===== src/rtl/udfc_pkg.sv =====
package udfc_pkg;

   // ****************************************************************
   // Widths
   // ****************************************************************
   localparam int unsigned ADDR_W = 4;
   localparam int unsigned DATA_W = 32;
   localparam int unsigned FUNC_W = 6;

   // ****************************************************************
   // Terminal function codes
   // ****************************************************************
   localparam logic [5:0] FUNC_NONE = 6'h00;
   localparam logic [5:0] FUNC_UP   = 6'h11;
   localparam logic [5:0] FUNC_DOWN = 6'h12;
   localparam logic [5:0] FUNC_CLR  = 6'h14;
   localparam logic [5:0] FUNC_EN   = 6'h1b;

   // ****************************************************************
   // Register word addresses
   // ****************************************************************
   localparam logic [3:0] ADDR_FUNC0 = 4'h0;
   localparam logic [3:0] ADDR_CTRL  = 4'h8;
   localparam logic [3:0] ADDR_MAXF  = 4'h9;
   localparam logic [3:0] ADDR_STEP  = 4'ha;
   localparam logic [3:0] ADDR_STAT  = 4'hb;
   localparam logic [3:0] ADDR_SAVED = 4'hc;
   localparam logic [3:0] ADDR_FREQ  = 4'hd;

   // ****************************************************************
   // Field positions and reset values
   // ****************************************************************
   localparam int unsigned CTRL_SAVE_BIT = 0;
   localparam int unsigned STAT_UD_BIT   = 0;
   localparam int unsigned STAT_ENA_BIT  = 1;
   localparam int unsigned STAT_RUN_BIT  = 2;
   localparam logic        SAVE_EN_RST   = 1'b1;
   localparam logic [15:0] MAXF_RST      = 16'h1770;
   localparam logic [15:0] STEP_RST      = 16'h000a;

   // ****************************************************************
   // Timing
   // ****************************************************************
   localparam int unsigned CLK_PERIOD_NS    = 10;
   localparam int unsigned RAMP_TICK_NS     = 1000000;
   localparam int unsigned RAMP_TICK_CYCLES = RAMP_TICK_NS / CLK_PERIOD_NS;

   typedef enum logic [2:0] {
      RM_HOLD,
      RM_UP,
      RM_DOWN,
      RM_TRACK,
      RM_LOAD
   } udfc_rmode_t;

endpackage : udfc_pkg


===== src/rtl/udfc_ramp_if.sv =====
`timescale 1ns/100ps
`default_nettype none
interface udfc_ramp_if #(
   parameter int unsigned FREQ_W = 16
);
   udfc_pkg::udfc_rmode_t mode;
   logic [FREQ_W-1:0]     target;
   logic [FREQ_W-1:0]     load_val;
   logic [FREQ_W-1:0]     max_freq;
   logic [FREQ_W-1:0]     step;
   logic [FREQ_W-1:0]     freq;

   modport ctrl (output mode, target, load_val, max_freq, step, input freq);
   modport ramp (input mode, target, load_val, max_freq, step, output freq);
endinterface : udfc_ramp_if
`default_nettype wire


===== src/rtl/udfc_ramp.sv =====
`timescale 1ns/100ps
`default_nettype none
module udfc_ramp #(
   parameter int unsigned FREQ_W   = 16,
   parameter int unsigned TICK_DIV = udfc_pkg::RAMP_TICK_CYCLES
) (
   input wire logic clk_i,       // System clock.
   input wire logic rst_n_i,     // Synchronous reset, active low.
   udfc_ramp_if.ramp rif         // Ramp control from the terminal logic.
);

   localparam int unsigned CNT_W = $clog2(TICK_DIV);

   if (TICK_DIV < 2) begin : g_chk
      $error("udfc_ramp: TICK_DIV must be at least 2");
   end

   typedef struct packed {
      logic [CNT_W-1:0]  cnt;
      logic [FREQ_W-1:0] freq;
   } udfc_ramp_st_t;

   udfc_ramp_st_t s_r;
   udfc_ramp_st_t s_nxt;

   // ****************************************************************
   // Step generator
   // ****************************************************************
   // The ramp moves one step per tick; a load bypasses the tick so that
   // a resumed or cleared frequency appears at once.
   always_comb begin
      logic              tick;
      logic [FREQ_W:0]   sum;
      logic [FREQ_W-1:0] upv;
      logic [FREQ_W-1:0] dnv;
      logic [FREQ_W-1:0] tgt;
      tick  = 1'b0;
      sum   = '0;
      upv   = '0;
      dnv   = '0;
      tgt   = '0;
      s_nxt = s_r;
      if (s_r.cnt == CNT_W'(TICK_DIV - 1)) begin
         s_nxt.cnt = '0;
         tick      = 1'b1;
      end else begin
         s_nxt.cnt = s_r.cnt + 1'b1;
      end
      sum = {1'b0, s_r.freq} + {1'b0, rif.step};
      upv = (sum > {1'b0, rif.max_freq}) ? rif.max_freq : sum[FREQ_W-1:0];
      dnv = (s_r.freq > rif.step) ? (s_r.freq - rif.step) : '0;
      tgt = (rif.target > rif.max_freq) ? rif.max_freq : rif.target;
      case (rif.mode)
         udfc_pkg::RM_LOAD: begin
            s_nxt.freq = (rif.load_val > rif.max_freq) ? rif.max_freq : rif.load_val;
         end
         udfc_pkg::RM_UP: begin
            if (tick) begin
               s_nxt.freq = upv;
            end
         end
         udfc_pkg::RM_DOWN: begin
            if (tick) begin
               s_nxt.freq = dnv;
            end
         end
         udfc_pkg::RM_TRACK: begin
            if (tick && (s_r.freq < tgt)) begin
               s_nxt.freq = (upv > tgt) ? tgt : upv;
            end else if (tick && (s_r.freq > tgt)) begin
               s_nxt.freq = (dnv < tgt) ? tgt : dnv;
            end
         end
         default: begin
            s_nxt.freq = s_r.freq;
         end
      endcase
   end

   always_ff @(posedge clk_i) begin
      if (!rst_n_i) begin
         s_r <= '0;
      end else begin
         s_r <= s_nxt;
      end
   end

   assign rif.freq = s_r.freq;

endmodule : udfc_ramp
`default_nettype wire


===== src/rtl/udfc_top.sv =====
// Behaviour
// Each input terminal takes function code 17 up, 18 down, 27 switchover.
// Switchover assigned and inactive: follow analog input, ignore up and down.
// Switchover active: only up and down steer frequency, analog ignored.
// No switchover terminal assigned: only up and down change frequency.
// Without switchover the frequency ramps normally toward the run target.
// Switchover arriving mid-ramp halts the ramp and holds frequency.
// Run with up-down active: up accelerates, release holds reached frequency.
// Down decelerates, release holds reached frequency.
// Up and down together: stop ramping and hold present frequency.
// With saving on, store frequency at run removal, trip or power loss.
// On run return, power restore or trip recovery resume stored frequency.
// Code 20 terminal during up-down operation clears stored frequency.
// Up-down frequency stays between zero and configured maximum.
//
// Our own choices: strobed register access and the placing of the registers.
`timescale 1ns/100ps
`default_nettype none
module udfc_top #(
   parameter int unsigned FREQ_W      = 16,
   parameter int unsigned TERM_N      = 5,
   parameter int unsigned TICK_CYCLES = udfc_pkg::RAMP_TICK_CYCLES
) (
   input  wire logic                            clk_i,                  // System clock.
   input  wire logic                            rst_n_i,                // Sync reset, low.
   input  wire logic [TERM_N-1:0]               multi_function_input_i, // Terminals, high on.
   input  wire logic                            forward_run_command_i,  // Run command.
   input  wire logic                            fault_trip_i,           // Fault trip level.
   input  wire logic                            power_loss_i,           // Power loss level.
   input  wire logic [FREQ_W-1:0]               analog_voltage_input_i, // Analog frequency.
   input  wire logic [udfc_pkg::ADDR_W-1:0]     addr_i,                 // Register address.
   input  wire logic [udfc_pkg::DATA_W-1:0]     wr_data_i,              // Write data.
   input  wire logic                            wr_i,                   // Write strobe.
   input  wire logic                            rd_i,                   // Read strobe.
   output logic      [udfc_pkg::DATA_W-1:0]     rd_data_o,              // Read data.
   output logic      [FREQ_W-1:0]               cmd_freq_o,             // Command frequency.
   output logic                                 ud_active_o             // Up-down in control.
);

   localparam int unsigned FW = udfc_pkg::FUNC_W;
   localparam int unsigned DW = udfc_pkg::DATA_W;

   if ((TERM_N < 1) || (TERM_N > 8) || (FREQ_W < 8) || (FREQ_W > 32)) begin : g_chk
      $error("udfc_top: TERM_N must be 1..8 and FREQ_W 8..32");
   end

   typedef struct packed {
      logic [TERM_N-1:0][FW-1:0] func;
      logic                      save_en;
      logic [FREQ_W-1:0]         max_freq;
      logic [FREQ_W-1:0]         step;
      logic [FREQ_W-1:0]         saved;
      logic [FREQ_W-1:0]         cmd_freq;
      logic                      run_q;
      logic                      ud_act;
      logic [DW-1:0]             rd_data;
   } udfc_st_t;

   udfc_st_t s_r;
   udfc_st_t s_nxt;

   udfc_ramp_if #(.FREQ_W(FREQ_W)) rif ();

   udfc_ramp #(
      .FREQ_W   (FREQ_W),
      .TICK_DIV (TICK_CYCLES)
   ) u_ramp (
      .clk_i   (clk_i),
      .rst_n_i (rst_n_i),
      .rif     (rif.ramp)
   );

   // ****************************************************************
   // Terminal decode
   // ****************************************************************
   logic [TERM_N-1:0] up_vec;
   logic [TERM_N-1:0] dn_vec;
   logic [TERM_N-1:0] en_vec;
   logic [TERM_N-1:0] en_asg_vec;
   logic [TERM_N-1:0] clr_vec;

   for (genvar i = 0; i < TERM_N; i++) begin : g_term
      logic on;
      assign on            = multi_function_input_i[i];
      assign up_vec[i]     = on && (s_r.func[i] == udfc_pkg::FUNC_UP);
      assign dn_vec[i]     = on && (s_r.func[i] == udfc_pkg::FUNC_DOWN);
      assign en_vec[i]     = on && (s_r.func[i] == udfc_pkg::FUNC_EN);
      assign en_asg_vec[i] = (s_r.func[i] == udfc_pkg::FUNC_EN);
      assign clr_vec[i]    = on && (s_r.func[i] == udfc_pkg::FUNC_CLR);
   end

   logic up_hit;
   logic dn_hit;
   logic en_asg;
   logic ud_mode;
   logic run_now;
   logic save_evt;
   logic resume_evt;
   logic clr_evt;

   assign up_hit     = |up_vec;
   assign dn_hit     = |dn_vec;
   assign en_asg     = |en_asg_vec;
   // Without a switchover terminal the block stays in up-down control for good.
   assign ud_mode    = en_asg ? (|en_vec) : 1'b1;
   // A trip or power loss takes the run away just like removing the command.
   assign run_now    = forward_run_command_i && !fault_trip_i && !power_loss_i;
   assign save_evt   = s_r.save_en && s_r.run_q && !run_now;
   assign resume_evt = s_r.save_en && !s_r.run_q && run_now && ud_mode;
   assign clr_evt    = (|clr_vec) && ud_mode;

   // ****************************************************************
   // Ramp control
   // ****************************************************************
   always_comb begin
      rif.mode     = udfc_pkg::RM_HOLD;
      rif.target   = '0;
      rif.load_val = '0;
      rif.max_freq = s_r.max_freq;
      rif.step     = s_r.step;
      if (clr_evt) begin
         rif.mode = udfc_pkg::RM_LOAD;
      end else if (resume_evt) begin
         rif.mode     = udfc_pkg::RM_LOAD;
         rif.load_val = s_r.saved;
      end else if (!run_now) begin
         rif.mode = udfc_pkg::RM_TRACK;
      end else if (!ud_mode) begin
         rif.mode   = udfc_pkg::RM_TRACK;
         rif.target = analog_voltage_input_i;
      end else if (up_hit && !dn_hit) begin
         rif.mode = udfc_pkg::RM_UP;
      end else if (dn_hit && !up_hit) begin
         rif.mode = udfc_pkg::RM_DOWN;
      end else begin
         rif.mode = udfc_pkg::RM_HOLD;
      end
   end

   // ****************************************************************
   // Registers and state
   // ****************************************************************
   always_comb begin
      logic [DW-1:0] rdv;
      rdv          = '0;
      s_nxt        = s_r;
      s_nxt.run_q  = run_now;
      s_nxt.cmd_freq = rif.freq;
      s_nxt.ud_act = ud_mode && run_now;
      if (save_evt) begin
         s_nxt.saved = rif.freq;
      end
      if (clr_evt) begin
         s_nxt.saved = '0;
      end
      if (wr_i) begin
         for (int i = 0; i < TERM_N; i++) begin
            if (addr_i == (udfc_pkg::ADDR_FUNC0 + udfc_pkg::ADDR_W'(i))) begin
               s_nxt.func[i] = wr_data_i[FW-1:0];
            end
         end
         case (addr_i)
            udfc_pkg::ADDR_CTRL: s_nxt.save_en = wr_data_i[udfc_pkg::CTRL_SAVE_BIT];
            udfc_pkg::ADDR_MAXF: s_nxt.max_freq = wr_data_i[FREQ_W-1:0];
            udfc_pkg::ADDR_STEP: s_nxt.step = wr_data_i[FREQ_W-1:0];
            default: begin
            end
         endcase
      end
      if (rd_i) begin
         for (int i = 0; i < TERM_N; i++) begin
            if (addr_i == (udfc_pkg::ADDR_FUNC0 + udfc_pkg::ADDR_W'(i))) begin
               rdv = DW'(s_r.func[i]);
            end
         end
         case (addr_i)
            udfc_pkg::ADDR_CTRL: rdv[udfc_pkg::CTRL_SAVE_BIT] = s_r.save_en;
            udfc_pkg::ADDR_MAXF: rdv = DW'(s_r.max_freq);
            udfc_pkg::ADDR_STEP: rdv = DW'(s_r.step);
            udfc_pkg::ADDR_STAT: begin
               rdv[udfc_pkg::STAT_UD_BIT]  = ud_mode;
               rdv[udfc_pkg::STAT_ENA_BIT] = en_asg;
               rdv[udfc_pkg::STAT_RUN_BIT] = run_now;
            end
            udfc_pkg::ADDR_SAVED: rdv = DW'(s_r.saved);
            udfc_pkg::ADDR_FREQ: rdv = DW'(rif.freq);
            default: begin
            end
         endcase
      end
      s_nxt.rd_data = rdv;
   end

   always_ff @(posedge clk_i) begin
      if (!rst_n_i) begin
         s_r          <= '0;
         s_r.save_en  <= udfc_pkg::SAVE_EN_RST;
         s_r.max_freq <= FREQ_W'(udfc_pkg::MAXF_RST);
         s_r.step     <= FREQ_W'(udfc_pkg::STEP_RST);
      end else begin
         s_r <= s_nxt;
      end
   end

   assign rd_data_o   = s_r.rd_data;
   assign cmd_freq_o  = s_r.cmd_freq;
   assign ud_active_o = s_r.ud_act;

   // ****************************************************************
   // Assertions
   // ****************************************************************
   property p_up_rise;
      @(posedge clk_i) disable iff (!rst_n_i)
      (rif.mode == udfc_pkg::RM_UP) |=> (rif.freq >= $past(rif.freq));
   endproperty
   a_up_rise: assert property (p_up_rise) else $error("Up did not raise");

   property p_analog_follow;
      @(posedge clk_i) disable iff (!rst_n_i)
      (run_now && en_asg && !(|en_vec)) |->
         (rif.mode == udfc_pkg::RM_TRACK) && (rif.target == analog_voltage_input_i) ||
         clr_evt || resume_evt;
   endproperty
   a_analog_follow: assert property (p_analog_follow) else $error("Analog ignored");

   property p_ud_only;
      @(posedge clk_i) disable iff (!rst_n_i)
      (run_now && (|en_vec)) |-> (rif.mode != udfc_pkg::RM_TRACK);
   endproperty
   a_ud_only: assert property (p_ud_only) else $error("Analog used in up-down");

   property p_no_enable;
      @(posedge clk_i) disable iff (!rst_n_i)
      !en_asg |-> ud_mode;
   endproperty
   a_no_enable: assert property (p_no_enable) else $error("Up-down left");

   property p_track_dir;
      @(posedge clk_i) disable iff (!rst_n_i)
      ((rif.mode == udfc_pkg::RM_TRACK) && (rif.freq <= rif.target) &&
       (rif.target <= s_r.max_freq)) |=> (rif.freq >= $past(rif.freq));
   endproperty
   a_track_dir: assert property (p_track_dir) else $error("Ramp wrong way");

   property p_hold;
      @(posedge clk_i) disable iff (!rst_n_i)
      (run_now && ud_mode && (up_hit == dn_hit) && !clr_evt && !resume_evt)
         |=> (rif.freq == $past(rif.freq));
   endproperty
   a_hold: assert property (p_hold) else $error("Hold lost");

   property p_down_fall;
      @(posedge clk_i) disable iff (!rst_n_i)
      (rif.mode == udfc_pkg::RM_DOWN) |=> (rif.freq <= $past(rif.freq));
   endproperty
   a_down_fall: assert property (p_down_fall) else $error("Down did not lower");

   property p_save;
      @(posedge clk_i) disable iff (!rst_n_i)
      (save_evt && !clr_evt) |=> (s_r.saved == $past(rif.freq));
   endproperty
   a_save: assert property (p_save) else $error("Frequency not saved");

   property p_resume;
      @(posedge clk_i) disable iff (!rst_n_i)
      (resume_evt && !clr_evt && (s_r.saved <= s_r.max_freq)) |=>
         (rif.freq == $past(s_r.saved));
   endproperty
   a_resume: assert property (p_resume) else $error("Resume missed");

   property p_clear;
      @(posedge clk_i) disable iff (!rst_n_i)
      clr_evt |=> (s_r.saved == '0) && (rif.freq == '0);
   endproperty
   a_clear: assert property (p_clear) else $error("Clear missed");

   property p_limit;
      @(posedge clk_i) disable iff (!rst_n_i)
      (rif.mode == udfc_pkg::RM_UP) |=> (rif.freq <= $past(s_r.max_freq));
   endproperty
   a_limit: assert property (p_limit) else $error("Above maximum");

   // The status output must agree with who steers the frequency, or an operator
   // could believe the terminals are live while the analog input is in charge.
   property p_ud_flag_on;
      @(posedge clk_i) disable iff (!rst_n_i)
      (run_now && (|en_vec)) |=> s_r.ud_act;
   endproperty
   a_ud_flag_on: assert property (p_ud_flag_on) else $error("Up-down flag low");

   property p_ud_flag_off;
      @(posedge clk_i) disable iff (!rst_n_i)
      (run_now && en_asg && !(|en_vec)) |=> !s_r.ud_act;
   endproperty
   a_ud_flag_off: assert property (p_ud_flag_off) else $error("Up-down flag high");

   property p_normal_no_up;
      @(posedge clk_i) disable iff (!rst_n_i)
      (run_now && !ud_mode && up_hit && !clr_evt && !resume_evt &&
       (rif.freq >= rif.target)) |=> (rif.freq <= $past(rif.freq));
   endproperty
   a_normal_no_up: assert property (p_normal_no_up) else $error("Up obeyed in normal");

   property p_track_down;
      @(posedge clk_i) disable iff (!rst_n_i)
      ((rif.mode == udfc_pkg::RM_TRACK) && (rif.freq >= rif.target))
         |=> (rif.freq <= $past(rif.freq));
   endproperty
   a_track_down: assert property (p_track_down) else $error("Ramp rose past target");

endmodule : udfc_top
`default_nettype wire


===== config.mk =====
export PLATFORM = sky130hd
export DESIGN_NAME = udfc_top
export DESIGN_NICKNAME = d
export VERILOG_FILES = /design/src/rtl/udfc_pkg.sv /design/src/rtl/udfc_ramp_if.sv /design/src/rtl/udfc_ramp.sv /design/src/rtl/udfc_top.sv
export SDC_FILE = /design/constraint.sdc
export NUM_CORES = 1
export LEC_CHECK = 0
export ABC_AREA = 1
export ABC_CLOCK_PERIOD_IN_PS = 6400
export BUFFER_PORTS_ARGS = -buffer_cell sky130_fd_sc_hd__buf_2
export CELL_PAD_IN_SITES_DETAIL_PLACEMENT = 1
export CELL_PAD_IN_SITES_GLOBAL_PLACEMENT = 2
export CORE_MARGIN = 4
export CORE_UTILIZATION = 34
export CTS_CLUSTER_SIZE = 10
export DETAILED_ROUTE_END_ITERATION = 10
export HOLD_SLACK_MARGIN = 0.06
export MAX_ROUTING_LAYER = met4
export PLACE_DENSITY = 0.87
export RECOVER_POWER = 100
export REMOVE_ABC_BUFFERS = 1
export SLEW_MARGIN = 20
export SYNTH_ARGS = -nofsm -noshare
export SYNTH_HDL_FRONTEND = slang
export SYNTH_HIERARCHICAL = 1
export SYNTH_SLANG_ARGS = --single-unit

===== constraint.sdc =====
create_clock -name clk_i -period 6.4 [get_ports clk_i]
set_input_delay 1.28 -clock clk_i [delete_from_list [all_inputs] [get_ports clk_i]]
set_output_delay 1.28 -clock clk_i [all_outputs]
set_load 0.05 [all_outputs]

==> results of run 1 <==
[through the flow]
step	util [%]	setup WS, ns
3_3_place_gp	36.1	0.154
6_report	37.5	0.410
2_1_floorplan	-	0.526
3_5_place_dp	36.1	0.0504
5_1_grt	37.5	-0.00454
4_1_cts	37.6	0.244
[layout by cell type, fill, tap and decap left out, types with 9 or more instances in the layout]
cell type and count:
inv_1 326, nand2_1 441, o21ai_1 9, nor2_1 191, nand3_1 125, a21oi_1 195, dfxtp_1 145, nand4_1 42
clkbuf_16 17, nand3_2 14, ha_1 127, conb_1 16, a21oi_2 11, and2_4 9, clkinv_1 11, clkbuf_1 37
o21ai_0 167, o21bai_1 9, o22ai_1 21, xor2_1 20, buf_2 43, buf_4 54, nor3_1 25
[state kept, by name (all words and copies together), names as in the netlist]
name             count
cmd_freq_o          16
rd_data_o           16
rif.max_freq        16
rif.step            16
s_r                 48
u_ramp/rif.freq     16
u_ramp/s_r          17
ud_active_o          1
[worst max-delay path by stage]
| stage | end | slack, ns | cells past startpoint |
|---|---|---|---|
| final | u_ramp/rif.freq[11]$_SDFFE_PN0P_ | 0.41 | 30 |
| after global routing | u_ramp/rif.freq[5]$_SDFFE_PN0P_ | -0.005 | 36 |
| after floorplan | u_ramp/rif.freq[8]$_SDFFE_PN0P_ | 0.53 | 25 |
| after detailed placement | u_ramp/rif.freq[11]$_SDFFE_PN0P_ | 0.05 | 30 |
| after global placement | u_ramp/rif.freq[11]$_SDFFE_PN0P_ | 0.15 | 30 |
| after CTS | u_ramp/rif.freq[14]$_SDFFE_PN0P_ | 0.24 | 37 |
[layout make-up]
cell class,count,share of cell area [%]
diodes,1,0.0171
clock buffers,19,3.10
clock inverters,13,0.857
inverters,345,8.87
multi-input cells,1510,57.2
flip-flops and latches,146,20.0
well taps,518,4.44
repair buffers,136,5.48
[report_power, final]
group,switching (mW),leakage [nW],total (mW),internal (mW)
sequential,0.0613,1.18,1.02,0.959
combinational,2.89,5.51,4.32,1.44
clock,0.436,0.281,0.996,0.561
total,3.38,6.97,6.34,2.96
[synthesized netlist by cell type, drive strengths merged (2+ instances only)]
cell / count / area share (%)
o211ai: 2 / 0.11
clkinv: 10 / 0.28
nor4: 8 / 0.53
nor2: 199 / 6.1
o21a: 3 / 0.17
and2: 17 / 0.96
nand4: 42 / 2.0
nor3b: 4 / 0.26
o22ai: 21 / 0.98
nor3: 29 / 1.3
inv: 335 / 9.3
dfxtp: 146 / 22
a211oi: 9 / 0.50
nand3: 140 / 5.8
a31oi: 2 / 0.093
fa: 2 / 0.30
mux2: 2 / 0.17
or2: 5 / 0.23
o221ai: 2 / 0.13
buf: 105 / 5.8
a21o: 3 / 0.17
nand2: 453 / 13
o21bai: 10 / 0.59
clkbuf: 32 / 0.89
ha: 128 / 12
xnor2: 2 / 0.13
o21ai: 178 / 6.7
a21oi: 206 / 8.0
xor2: 20 / 1.3
[cells by family (layout without fill, tap and decap cells)]
logic type               Yosys count  count (layout)  synth area share [%]
AO/OA/AOI/OAI                    439             439                  17.6
XOR/XNOR                          22              22                  1.43
adder cells (fa/ha/maj)          130             130                  12.2
buffers and inverters            482             513                  16.3
flip-flops                       146             146                  21.7
multiplexers                       2               2                 0.167
other                              1              17                0.0279
AND/OR/NAND/NOR                  901             901                  30.5
[per-layer routing]
metal  track usage, %  vias to the layer above  wire length [um]  share of wire [%]
met5                -                        -                 0                  0
met4             5.10                        0               714                1.4
met3             2.12                       43              1590                3.2
met2             39.2                      229             23100                 47
met1             32.1                     6611             23800                 48
li1                 -                     6863                 -                  -
[repair_timing]
| item | CTS | global route |
|---|---|---|
| setup endpoints to repair | 0 | 16 |
| gates resized for setup | 0 | 6 |
| buffers inserted | 0 | 8 |
==> out/qor.yml, run 1 <==
outcome:
  status: "complete, no violations"
critical_path:
  ff2ff_path_depth: 36
  critical-path-max-stage-delay_ns: 0.38
  start_kind: "primary input"
  slowest_stage: "or3_1"
  worstReg2RegStart: "u_ramp/rif.freq[7]$_SDFFE_PN0P_"
  reg2reg_to: "u_ramp/rif.freq[11]$_SDFFE_PN0P_"
  cpMostUsedCell: "nand2_1"
  reg2reg_slack_ns: 0.48
  worstSetupPathType: "in2reg"
  crit_arrival_ns: 6.28
  crit_required_ns: 6.69
  cp_top_family: "simple AND/OR/NAND/NOR gates"
  end_kind: "register"
  crit_buf_inv: 8
  setup.worst_path.start: "forward_run_command_i"
  crit_fanout: 24
clock_tree:
  cts_buffer_depth: 2
  cts_tree: "built"
  clk_pin_slew_ns: 0.07
  htreeDepth: 4
  worstSkewPairLatency_ns: 0.44
  cts_sinks: 146
  holdBufCountCts: 0
  root_buffer: "clkbuf_16"
  cts_buffers: 17
cells_and_area:
  fin_nets: 2350
  fill_cells: 5275
  multi_input_area_um2: 8350
  stdcell_count: 2688
  syn2layout_area_growth_pct: 8.44
  drive_above_1_share_pct: 9.87
  design_area_um2: 14600
  seq_area_um2: 2920
timing:
  whs_ns: 0.473
  tns_ns: 0
  period_needed_ns: 5.99
  tightest_slew_ns: 0.891
  slew_violations: 0
  post-route-period-util_pct: 93.6
  fmax_mhz: 167
  final_hold_viol_count: 0
  clock_skew_ns: 0.00684
  setup_viol: 0
  timing.slew.headroom_pct: 40.4
floorplanning:
  pin_count: 113
  die_h_um: 207
  initial_core_util_pct: 34.6
  core_um2: 38900
  die_w_um: 207
  rows: 72
  die_area_um2: 42800
routing:
  postRouteAntennaNets: 0
  drt-initial-drc-count: 690
  drt_pass1_iterations: 5
  vias_per_cell: 5.11
  wire_per_inst_um: 18.3
  num_vias: 13700
  remaining_drc_errors: 0
  finalWirelength_mm: 49.2
hold_path:
  hp-class: "reg2reg"
  holdPathEnd: "u_ramp/s_r[16]$_SDFF_PP0_"
  min_path_cells: 1
  hp-start: "u_ramp/s_r[16]$_SDFF_PP0_"
power:
  power.leakage_nw: 6.97
  peakVddDrop_mv: 0.389
  total_power_mw: 6.34
  powerDensity_nw_per_um2: 435
yosys:
  synth_async_sr_flop_share_pct: 0
  yosys_warnings: 6
  synth_area_um2: 13500
  ys_seq_area_share_pct: 21.7
  postSynthAreaPerCell_um2: 6.34
  syn_inst: 2123
  synthDistinctLibCells: 60
  synth_flop_cell: "dfxtp_1"
  synth.ff_latch_count: 146
  synth_edf_count: 0
grt:
  grt_usage_pct: 23.8
  grt_pass1_wl_mm: 77.5
  grt_overflow: 0
  grt_max_degree: 74
  first_global_vias: 14100
  grt_antenna_before_repair: 1
place:
  port_buffers: 80
  dp_hpwl_mm: 39.9
  dp.cells: 2647
  placed_area_um2: 14100
  gp_congestion: 0.916
job:
  cap_violations: 0
No activity file was read; power rests on OpenSTA's default activity.
==> run 2, diff against run 1 <==
--- a/config.mk
+++ b/config.mk
@@ -5,18 +5,18 @@
 export SDC_FILE = /design/constraint.sdc
 export NUM_CORES = 1
 export LEC_CHECK = 0
-export ABC_AREA = 1
 export ABC_CLOCK_PERIOD_IN_PS = 6400
 export BUFFER_PORTS_ARGS = -buffer_cell sky130_fd_sc_hd__buf_2
 export CELL_PAD_IN_SITES_DETAIL_PLACEMENT = 1
 export CELL_PAD_IN_SITES_GLOBAL_PLACEMENT = 2
 export CORE_MARGIN = 4
-export CORE_UTILIZATION = 34
+export CORE_UTILIZATION = 36
+export CTS_BUF_LIST = sky130_fd_sc_hd__clkbuf_16
 export CTS_CLUSTER_SIZE = 10
 export DETAILED_ROUTE_END_ITERATION = 10
 export HOLD_SLACK_MARGIN = 0.06
 export MAX_ROUTING_LAYER = met4
-export PLACE_DENSITY = 0.87
+export PLACE_DENSITY = 0.85
 export RECOVER_POWER = 100
 export REMOVE_ABC_BUFFERS = 1
 export SLEW_MARGIN = 20
==> run 2 against run 1 <==
Net effect: the flow now finishes with violations (max-capacitance violations, max-slew violations); setup slack got worse by 0.29 ns; critical path depth decreased by 3; sequential cell count is the same; count of clock-buffer cells in the layout decreased by 2; final cell count shrank 18%; design area up 5.1%; global-route usage up 2.6 points; critical path type is now reg2reg; critical endpoint is now u_ramp/rif.freq[15]$_SDFFE_PN0P_; largest power group is now clock; highest routed layer unchanged.
==> out/qor.yml, run 2 <==
cells_and_area:
  postLayoutCoreUtil_pct: 45.6  # +8.1 points
  top_regs: "s_r: 48 flops, u_ramp/s_r: 17 flops"
  layout_common_cells: "212 x buf_4, 155 x nand2_1, 139 x dfxtp_1"
  fin_nets: 1944  # -17%
  syn2layout_area_growth_pct: 24.8
  largest_register_ffs: 48  # unchanged
  final_common_cell: "buf_4"
  regMostFlops: "s_r"
  diodes: 0  # -1
  drive_above_1_share_pct: 23.1  # +13 points
critical_path:
  worstReg2RegStart: "rif.step[0]$_SDFFE_PN0P_"
  end_kind: "register"
  start_kind: "register"
  setup.worst_path.start: "rif.step[0]$_SDFFE_PN0P_"
  crit_arrival_ns: 6.64  # +0.36 ns
  worstSetupPathType: "reg2reg"
  crit_fanout: 7  # -71%
  crit_required_ns: 6.76  # +0.07 ns
clock_tree:
  cts_buffers: 17  # unchanged
  htreeDepth: 4  # unchanged
  root_buffer: "clkbuf_16"
  worstSkewPairLatency_ns: 0.46  # +0.02 ns
  cts_tree: "built"
  holdBufCountCts: 0  # unchanged
  cts_sinks: 146  # unchanged
  cts_buffer_depth: 2  # unchanged
  clk_pin_slew_ns: 0.07  # about the same
grt:
  first_global_vias: 12900  # -8.4%
  grt_max_degree: 72  # -2.7%
  grt_pass1_wl_mm: 73.7  # -4.9%
  grt_antenna_before_repair: 0  # -1
  grt_usage_pct: 26.4  # +2.6 points
  grt_overflow: 0  # unchanged
place:
  gp_congestion: 0.972  # +6.0%
  port_buffers: 80  # unchanged
  dp_hpwl_mm: 38.3  # -3.8%
timing:
  timing.slew.headroom_pct: -122  # -160 points
  post-route-period-util_pct: 98.1  # +4.5 points
  tns_ns: 0  # unchanged
  tightest_slew_ns: 3.32  # +2.43 ns
  final_hold_viol_count: 0  # unchanged
  period_needed_ns: 6.28  # +0.289 ns
  slew_violations: 72  # +72
  fmax_mhz: 159  # -4.6%
  clock_skew_ns: 0.0133  # +0.00647 ns
  setup_viol: 0  # unchanged
floorplanning:
  rows: 67  # -6.9%
  die_h_um: 193  # -6.8%
  pin_count: 113  # unchanged
  die_area_um2: 37200  # -13%
  die_w_um: 193  # -6.8%
  initial_core_util_pct: 36.6  # +2.0 points
  core_um2: 33600  # -14%
power:
  power.leakage_nw: 6.72  # -3.6%
  peakVddDrop_mv: 0.196  # -50%
  powerDensity_nw_per_um2: 145  # -67%
  total_power_mw: 2.23  # -65%
hold_path:
  hp-start: "u_ramp/s_r[16]$_SDFF_PP0_"
  hp-class: "reg2reg"
yosys:
  syn_inst: 1553  # -27%
  yosysMostFrequentCell: "nand2_1"
  synthTopCellsByArea: "dfxtp_1 24%, ha_1 13%, nand2_1 4.8%, a21oi_1 4.6%, mux2i_1 4.2%"
  synth_area_um2: 12300  # -8.6%
  synth.ff_latch_count: 146  # unchanged
  yosys_warnings: 6  # unchanged
  synth_async_sr_flop_share_pct: 0  # unchanged
  synthDistinctLibCells: 89  # +48%
  synth_commonest_cells: "157 x nand2_1, 146 x dfxtp_1, 128 x ha_1"
  synth_edf_count: 0  # unchanged
  synth_top_area_share_pct: 23.8  # +2.1 points
  synth_flop_cell: "dfxtp_1"
  synth_top_area_cell: "dfxtp_1"
  ys_seq_area_share_pct: 23.8  # +2.1 points
  postSynthAreaPerCell_um2: 7.92  # +25%
routing:
  drt-initial-drc-count: 826  # +20%
  postRouteAntennaNets: 0  # unchanged
  finalWirelength_mm: 48.7  # -1.1%
  wire_per_inst_um: 22.0  # +20%
  num_vias: 12500  # -9.2%
  drt_pass1_iterations: 7  # +2
  vias_per_cell: 5.64  # +10%
  remaining_drc_errors: 0  # unchanged
outcome:
  violations: "max-capacitance violations, max-slew violations"
  status: "complete, but fails checks"
job:
  cap_violations: 1  # +1
==> run 2: cell types whose count changed in the layout (fill, tap and decap cells not counted), moves of 23 or more <==
cell     before  now
and2_1        8   31
nand4_1      42   19
mux2i_1       0   49
nor3b_1       3   26
a21o_1        3   36
nand2_1     441  155
nand3_1     125   50
a22oi_1       0   28
nor2_1      191  109
a21oi_1     195  103
buf_4        54  212
inv_1       326   67
and3_1        1   25
o21ai_0     167   44
==> run 2: final cells by class <==
type | count | area [um2]
Timing Repair Buffer | 303 | 2120
Clock buffer | 17 | 425
Clock inverter | 15 | 133
Fill cell | 4044 | 18300
Multi-Input combinational cell | 1212 | 8900
Inverter | 70 | 263
Sequential cell | 146 | 2930
Tap cell | 448 | 561
==> run 2: power by group <==
part	switching [mW]	internal (mW)
sequential	0.00956	0.917
clock	0.447	0.536
combinational	0.191	0.126
total	0.648	1.58
==> run 2: final timing paths <==
kind | endpoint | slack (ns) | depth (start not counted)
worst max-delay path | u_ramp/rif.freq[15]$_SDFFE_PN0P_ | 0.12 | 27
worst min-delay path | u_ramp/s_r[16]$_SDFF_PP0_ | 0.47 | 1
worst max register to register | u_ramp/rif.freq[15]$_SDFFE_PN0P_ | 0.12 | 27
worst min register to register | u_ramp/s_r[16]$_SDFF_PP0_ | 0.47 | 1
==> run 2: per-stage QoR <==
stage,setup WS [ns],hold slack (ns),cell area (um2),instances
3_5_place_dp,-0.331,0.459,14100,2163
2_1_floorplan,-0.266,0.430,11600,1428
4_1_cts,0.00937,0.475,14700,2196
3_3_place_gp,-0.258,0.444,14100,2163
5_1_grt,-0.0797,0.510,15300,2211
6_report,0.120,0.467,15300,2211
==> run 2: per-layer routing <==
metal	track usage, %	vias to the layer above	share of wire (%)
met2	44.7	316	49
li1	-	5969	-
met4	9.65	0	3.5
met1	31.8	6092	43
met3	3.93	99	4.1
met5	-	-	0
==> run 2: cell families after synthesis <==
group	Yosys count	synth area share (%)
AOI/OAI and AO/OA	404	22.1
xor gates and xnor gates	37	2.64
adders and majority gates	130	13.4
buffers and inverters	210	8.59
DFF	146	23.8
muxes	66	5.89
other	1	0.0305
and+or+nand+nor	559	23.6
==> run 2: repair_timing <==
item / in CTS / in global routing
setup endpoints to repair: 6 / 16
setup buffers: 1 / 12
cloned: 0 / 3
pin swaps: 4 / 33
hold endpoints to repair: 0 / 0
gates resized for setup: 13 / 100
==> run 2: critical path, cell delays in order (launching register included) <==
cell and delay, ns:
dfxtp_1 0.32, ha_2 0.19, inv_2 0.06, fa_2 0.22, nor2_2 0.06, o311a_1 0.40
o311a_4 0.38, nand2b_4 0.16, xnor2_2 0.15, ha_1 0.32, nand4_1 0.21, a211oi_2 0.30
o41ai_2 0.11, a211o_1 0.37, and3_4 0.23, buf_12 0.15, buf_4 0.14, mux2_4 0.33
ha_1 0.19, a211o_1 0.25, o211ai_1 0.09, nand3_1 0.13, a221oi_2 0.29, a21oi_2 0.10
nor2_2 0.17, mux2_4 0.31, o311a_1 0.30, o211ai_1 0.24
==> run 3, diff against run 2 <==
--- a/config.mk
+++ b/config.mk
@@ -5,11 +5,11 @@
 export SDC_FILE = /design/constraint.sdc
 export NUM_CORES = 1
 export LEC_CHECK = 0
-export ABC_CLOCK_PERIOD_IN_PS = 6400
+export ABC_CLOCK_PERIOD_IN_PS = 6800
 export BUFFER_PORTS_ARGS = -buffer_cell sky130_fd_sc_hd__buf_2
 export CELL_PAD_IN_SITES_DETAIL_PLACEMENT = 1
 export CELL_PAD_IN_SITES_GLOBAL_PLACEMENT = 2
-export CORE_MARGIN = 4
+export CORE_MARGIN = 8
 export CORE_UTILIZATION = 36
 export CTS_BUF_LIST = sky130_fd_sc_hd__clkbuf_16
 export CTS_CLUSTER_SIZE = 10
==> constraint.sdc (replaced) <==
create_clock -name clk_i -period 6.8 [get_ports clk_i]
set_input_delay 1.36 -clock clk_i [delete_from_list [all_inputs] [get_ports clk_i]]
set_output_delay 1.36 -clock clk_i [all_outputs]
set_load 0.05 [all_outputs]
==> run 3 against run 2 <==
Net effect: the run still ends with max-capacitance violations, max-slew violations left; via count fell by 2.9%; design area decreased by 8.8%; routed wire length is 3.3% lower; sequential power shrank 5.8%; sequential cell count unchanged; sequential share of layout area increased by 1.8 points; global-route usage shrank 2.8 points; total power down 7.3%; core utilization fell by 4.0 points; critical endpoint is now u_ramp/rif.freq[10]$_SDFFE_PN0P_; largest cell class unchanged.
==> out/qor.yml, run 3 (synthesized netlist as in run 2, its figures left out) <==
outcome:
  status: "complete, but fails checks"
  violations: "max-capacitance violations, max-slew violations"
power:
  power.leakage_nw: 5.95  # -11%
  swShare_pct: 29.2  # +0.039 points
  total_power_mw: 2.07  # -7.3%
  peakVddDrop_mv: 0.184  # -6.0%
  p_sw_uw: 602  # -7.1%
  powerDensity_nw_per_um2: 148  # +1.7%
  p_clk_share_pct: 45.1  # +0.9 points
  combPwrFrac_pct: 12.7  # -1.6 points
  internal-power_mw: 1.46  # -7.3%
  power_frac_seq_pct: 42.2  # +0.6 points
grt:
  grt_pass1_wl_mm: 73.5  # -0.27%
  grt_overflow: 0  # unchanged
  grt_antenna_before_repair: 1  # +1
  grt_usage_pct: 23.5  # -2.8 points
  first_global_vias: 12700  # -1.8%
  grt_max_degree: 47  # -35%
job:
  cap_violations: 1  # unchanged
critical_path:
  end_kind: "register"
  slowest_stage: "a2111o_1"
  crit_required_ns: 7.18  # +0.42 ns
  crit_arrival_ns: 6.88  # +0.24 ns
  crit_fanout: 16  # +9
  critical-path-max-stage-delay_ns: 0.53  # +0.13 ns
  start_kind: "primary input"
  worstSetupPathType: "in2reg"
clock_tree:
  worstSkewPairLatency_ns: 0.46  # about the same
  holdBufCountCts: 0  # unchanged
  cts_sinks: 146  # unchanged
  root_buffer: "clkbuf_16"
  htreeDepth: 4  # unchanged
  cts_buffer_depth: 2  # unchanged
  cts_tree: "built"
  cts_buffers: 17  # unchanged
  clk_pin_slew_ns: 0.06  # about the same
routing:
  drt_pass1_iterations: 5  # -2
  num_vias: 12100  # -2.9%
  wire_per_inst_um: 22.5  # +2.0%
  remaining_drc_errors: 0  # unchanged
  finalWirelength_mm: 47.1  # -3.3%
  drt-initial-drc-count: 812  # -1.7%
  vias_per_cell: 5.78  # +2.4%
  postRouteAntennaNets: 0  # unchanged
place:
  dp_hpwl_mm: 37.9  # -1.1%
  placed_area_um2: 13300  # -5.7%
  port_buffers: 80  # unchanged
  gp_congestion: 0.949  # -2.3%
  dp_slack_ns: -0.119  # +0.211 ns
timing:
  fmax_mhz: 154
  setup_viol: 0  # unchanged
  clock_skew_ns: 0.0161  # +0.00283 ns
  slew_violations: 47  # -35%
  final_hold_viol_count: 0  # unchanged
  period_needed_ns: 6.50
  post-route-period-util_pct: 95.5
  tightest_slew_ns: 2.14  # -1.19 ns
  timing.slew.headroom_pct: -42.6  # +79 points
  setup_ws_ns: 0.303  # +0.183 ns
floorplanning:
  die_h_um: 201  # +4.1%
  rows: 67  # unchanged
  die_w_um: 201  # +4.1%
  core_um2: 33600  # unchanged
  pin_count: 113  # unchanged
  die_area_um2: 40300  # +8.5%
  initial_core_util_pct: 36.6  # unchanged
cells_and_area:
  drive_above_1_share_pct: 14.0  # -9.2 points
  regMostFlops: "s_r"
  final_common_cell: "nand2_1"
  fill_cells: 4109  # +1.6%
  top_regs: "s_r: 48 flops, u_ramp/s_r: 17 flops"
  largest_register_ffs: 48  # unchanged
  design_area_um2: 14000  # -8.8%
  layout_common_cells: "157 x nand2_1, 146 x dfxtp_1, 124 x ha_1"
  seq_area_um2: 2920  # -0.38%
  syn2layout_area_growth_pct: 13.8
  multi_input_area_um2: 8510  # -4.4%
  fin_nets: 1828  # -6.0%
hold_path:
  hp-class: "reg2reg"
## run 3: path summary, 6_finish.rpt
path                                           startpoint                               end  slack [ns]  depth (start not counted)
worst max-delay path            multi_function_input_i[1]  u_ramp/rif.freq[10]$_SDFFE_PN0P_        0.30                         27
worst max register to register  rif.step[13]$_SDFFE_PN0P_  u_ramp/rif.freq[15]$_SDFFE_PN0P_        0.30                         26
worst min register to register  u_ramp/s_r[16]$_SDFF_PP0_         u_ramp/s_r[16]$_SDFF_PP0_        0.48                          1
worst min-delay path            u_ramp/s_r[16]$_SDFF_PP0_         u_ramp/s_r[16]$_SDFF_PP0_        0.48                          1
## run 3: timing repair
action                                 in CTS  in global routing
setup buffers                               0                  4
resized for setup                           1                 28
setup endpoints to repair                   1                 16
pin swaps                                   0                 13
endpoints found under the hold margin       0                  0
## run 3: power by group through the flow
stage | Sequential [mW] | Combinational (mW) | Clock [mW]
2_1_floorplan | 0.892 | 0.144 | 0
3_3_place_gp | 0.891 | 0.248 | 0
3_5_place_dp | 0.892 | 0.253 | 0
4_1_cts | 0.872 | 0.255 | 0.956
5_1_grt | 0.873 | 0.283 | 0.988
6_report | 0.872 | 0.262 | 0.931
## run 3: layout make-up
class                           instances  share of cell area [%]
Antenna cell                            2                  0.0358
Clock buffer                           17                    3.04
Clock inverter                         15                   0.966
Inverter                               70                    1.88
Multi-Input combinational cell       1212                    60.9
Sequential cell                       146                    20.9
Tap cell                              448                    4.01
Timing Repair Buffer                  187                    8.32
## run 3: metrics by stage
stage / hold WS, ns / setup TNS, ns / cells / util [%]
2_1_floorplan: 0.430 / 0 / 1428 / -
3_3_place_gp: 0.445 / 0 / 2059 / 39.6
3_5_place_dp: 0.466 / -0.729 / 2059 / 39.6
4_1_cts: 0.480 / 0 / 2091 / 41.3
5_1_grt: 0.510 / -0.0108 / 2096 / 41.6
6_report: 0.478 / 0 / 2097 / 41.6
## run 3: layer usage
layer	track usage [%]	share of wire [%]	vias up
met5	-	0	-
met4	8.94	3.7	0
met3	3.26	4.2	92
met2	40.4	49	350
met1	27.6	43	5905
li1	-	-	5765
## run 3: critical path, delay by kind of cell
| family | cells | cell delay [ns] |
|---|---|---|
| AOI/OAI and AO/OA | 9 | 2.49 |
| adders and majority gates | 2 | 0.56 |
| buffers and inverters | 5 | 0.74 |
| and+or+nand+nor | 11 | 1.71 |
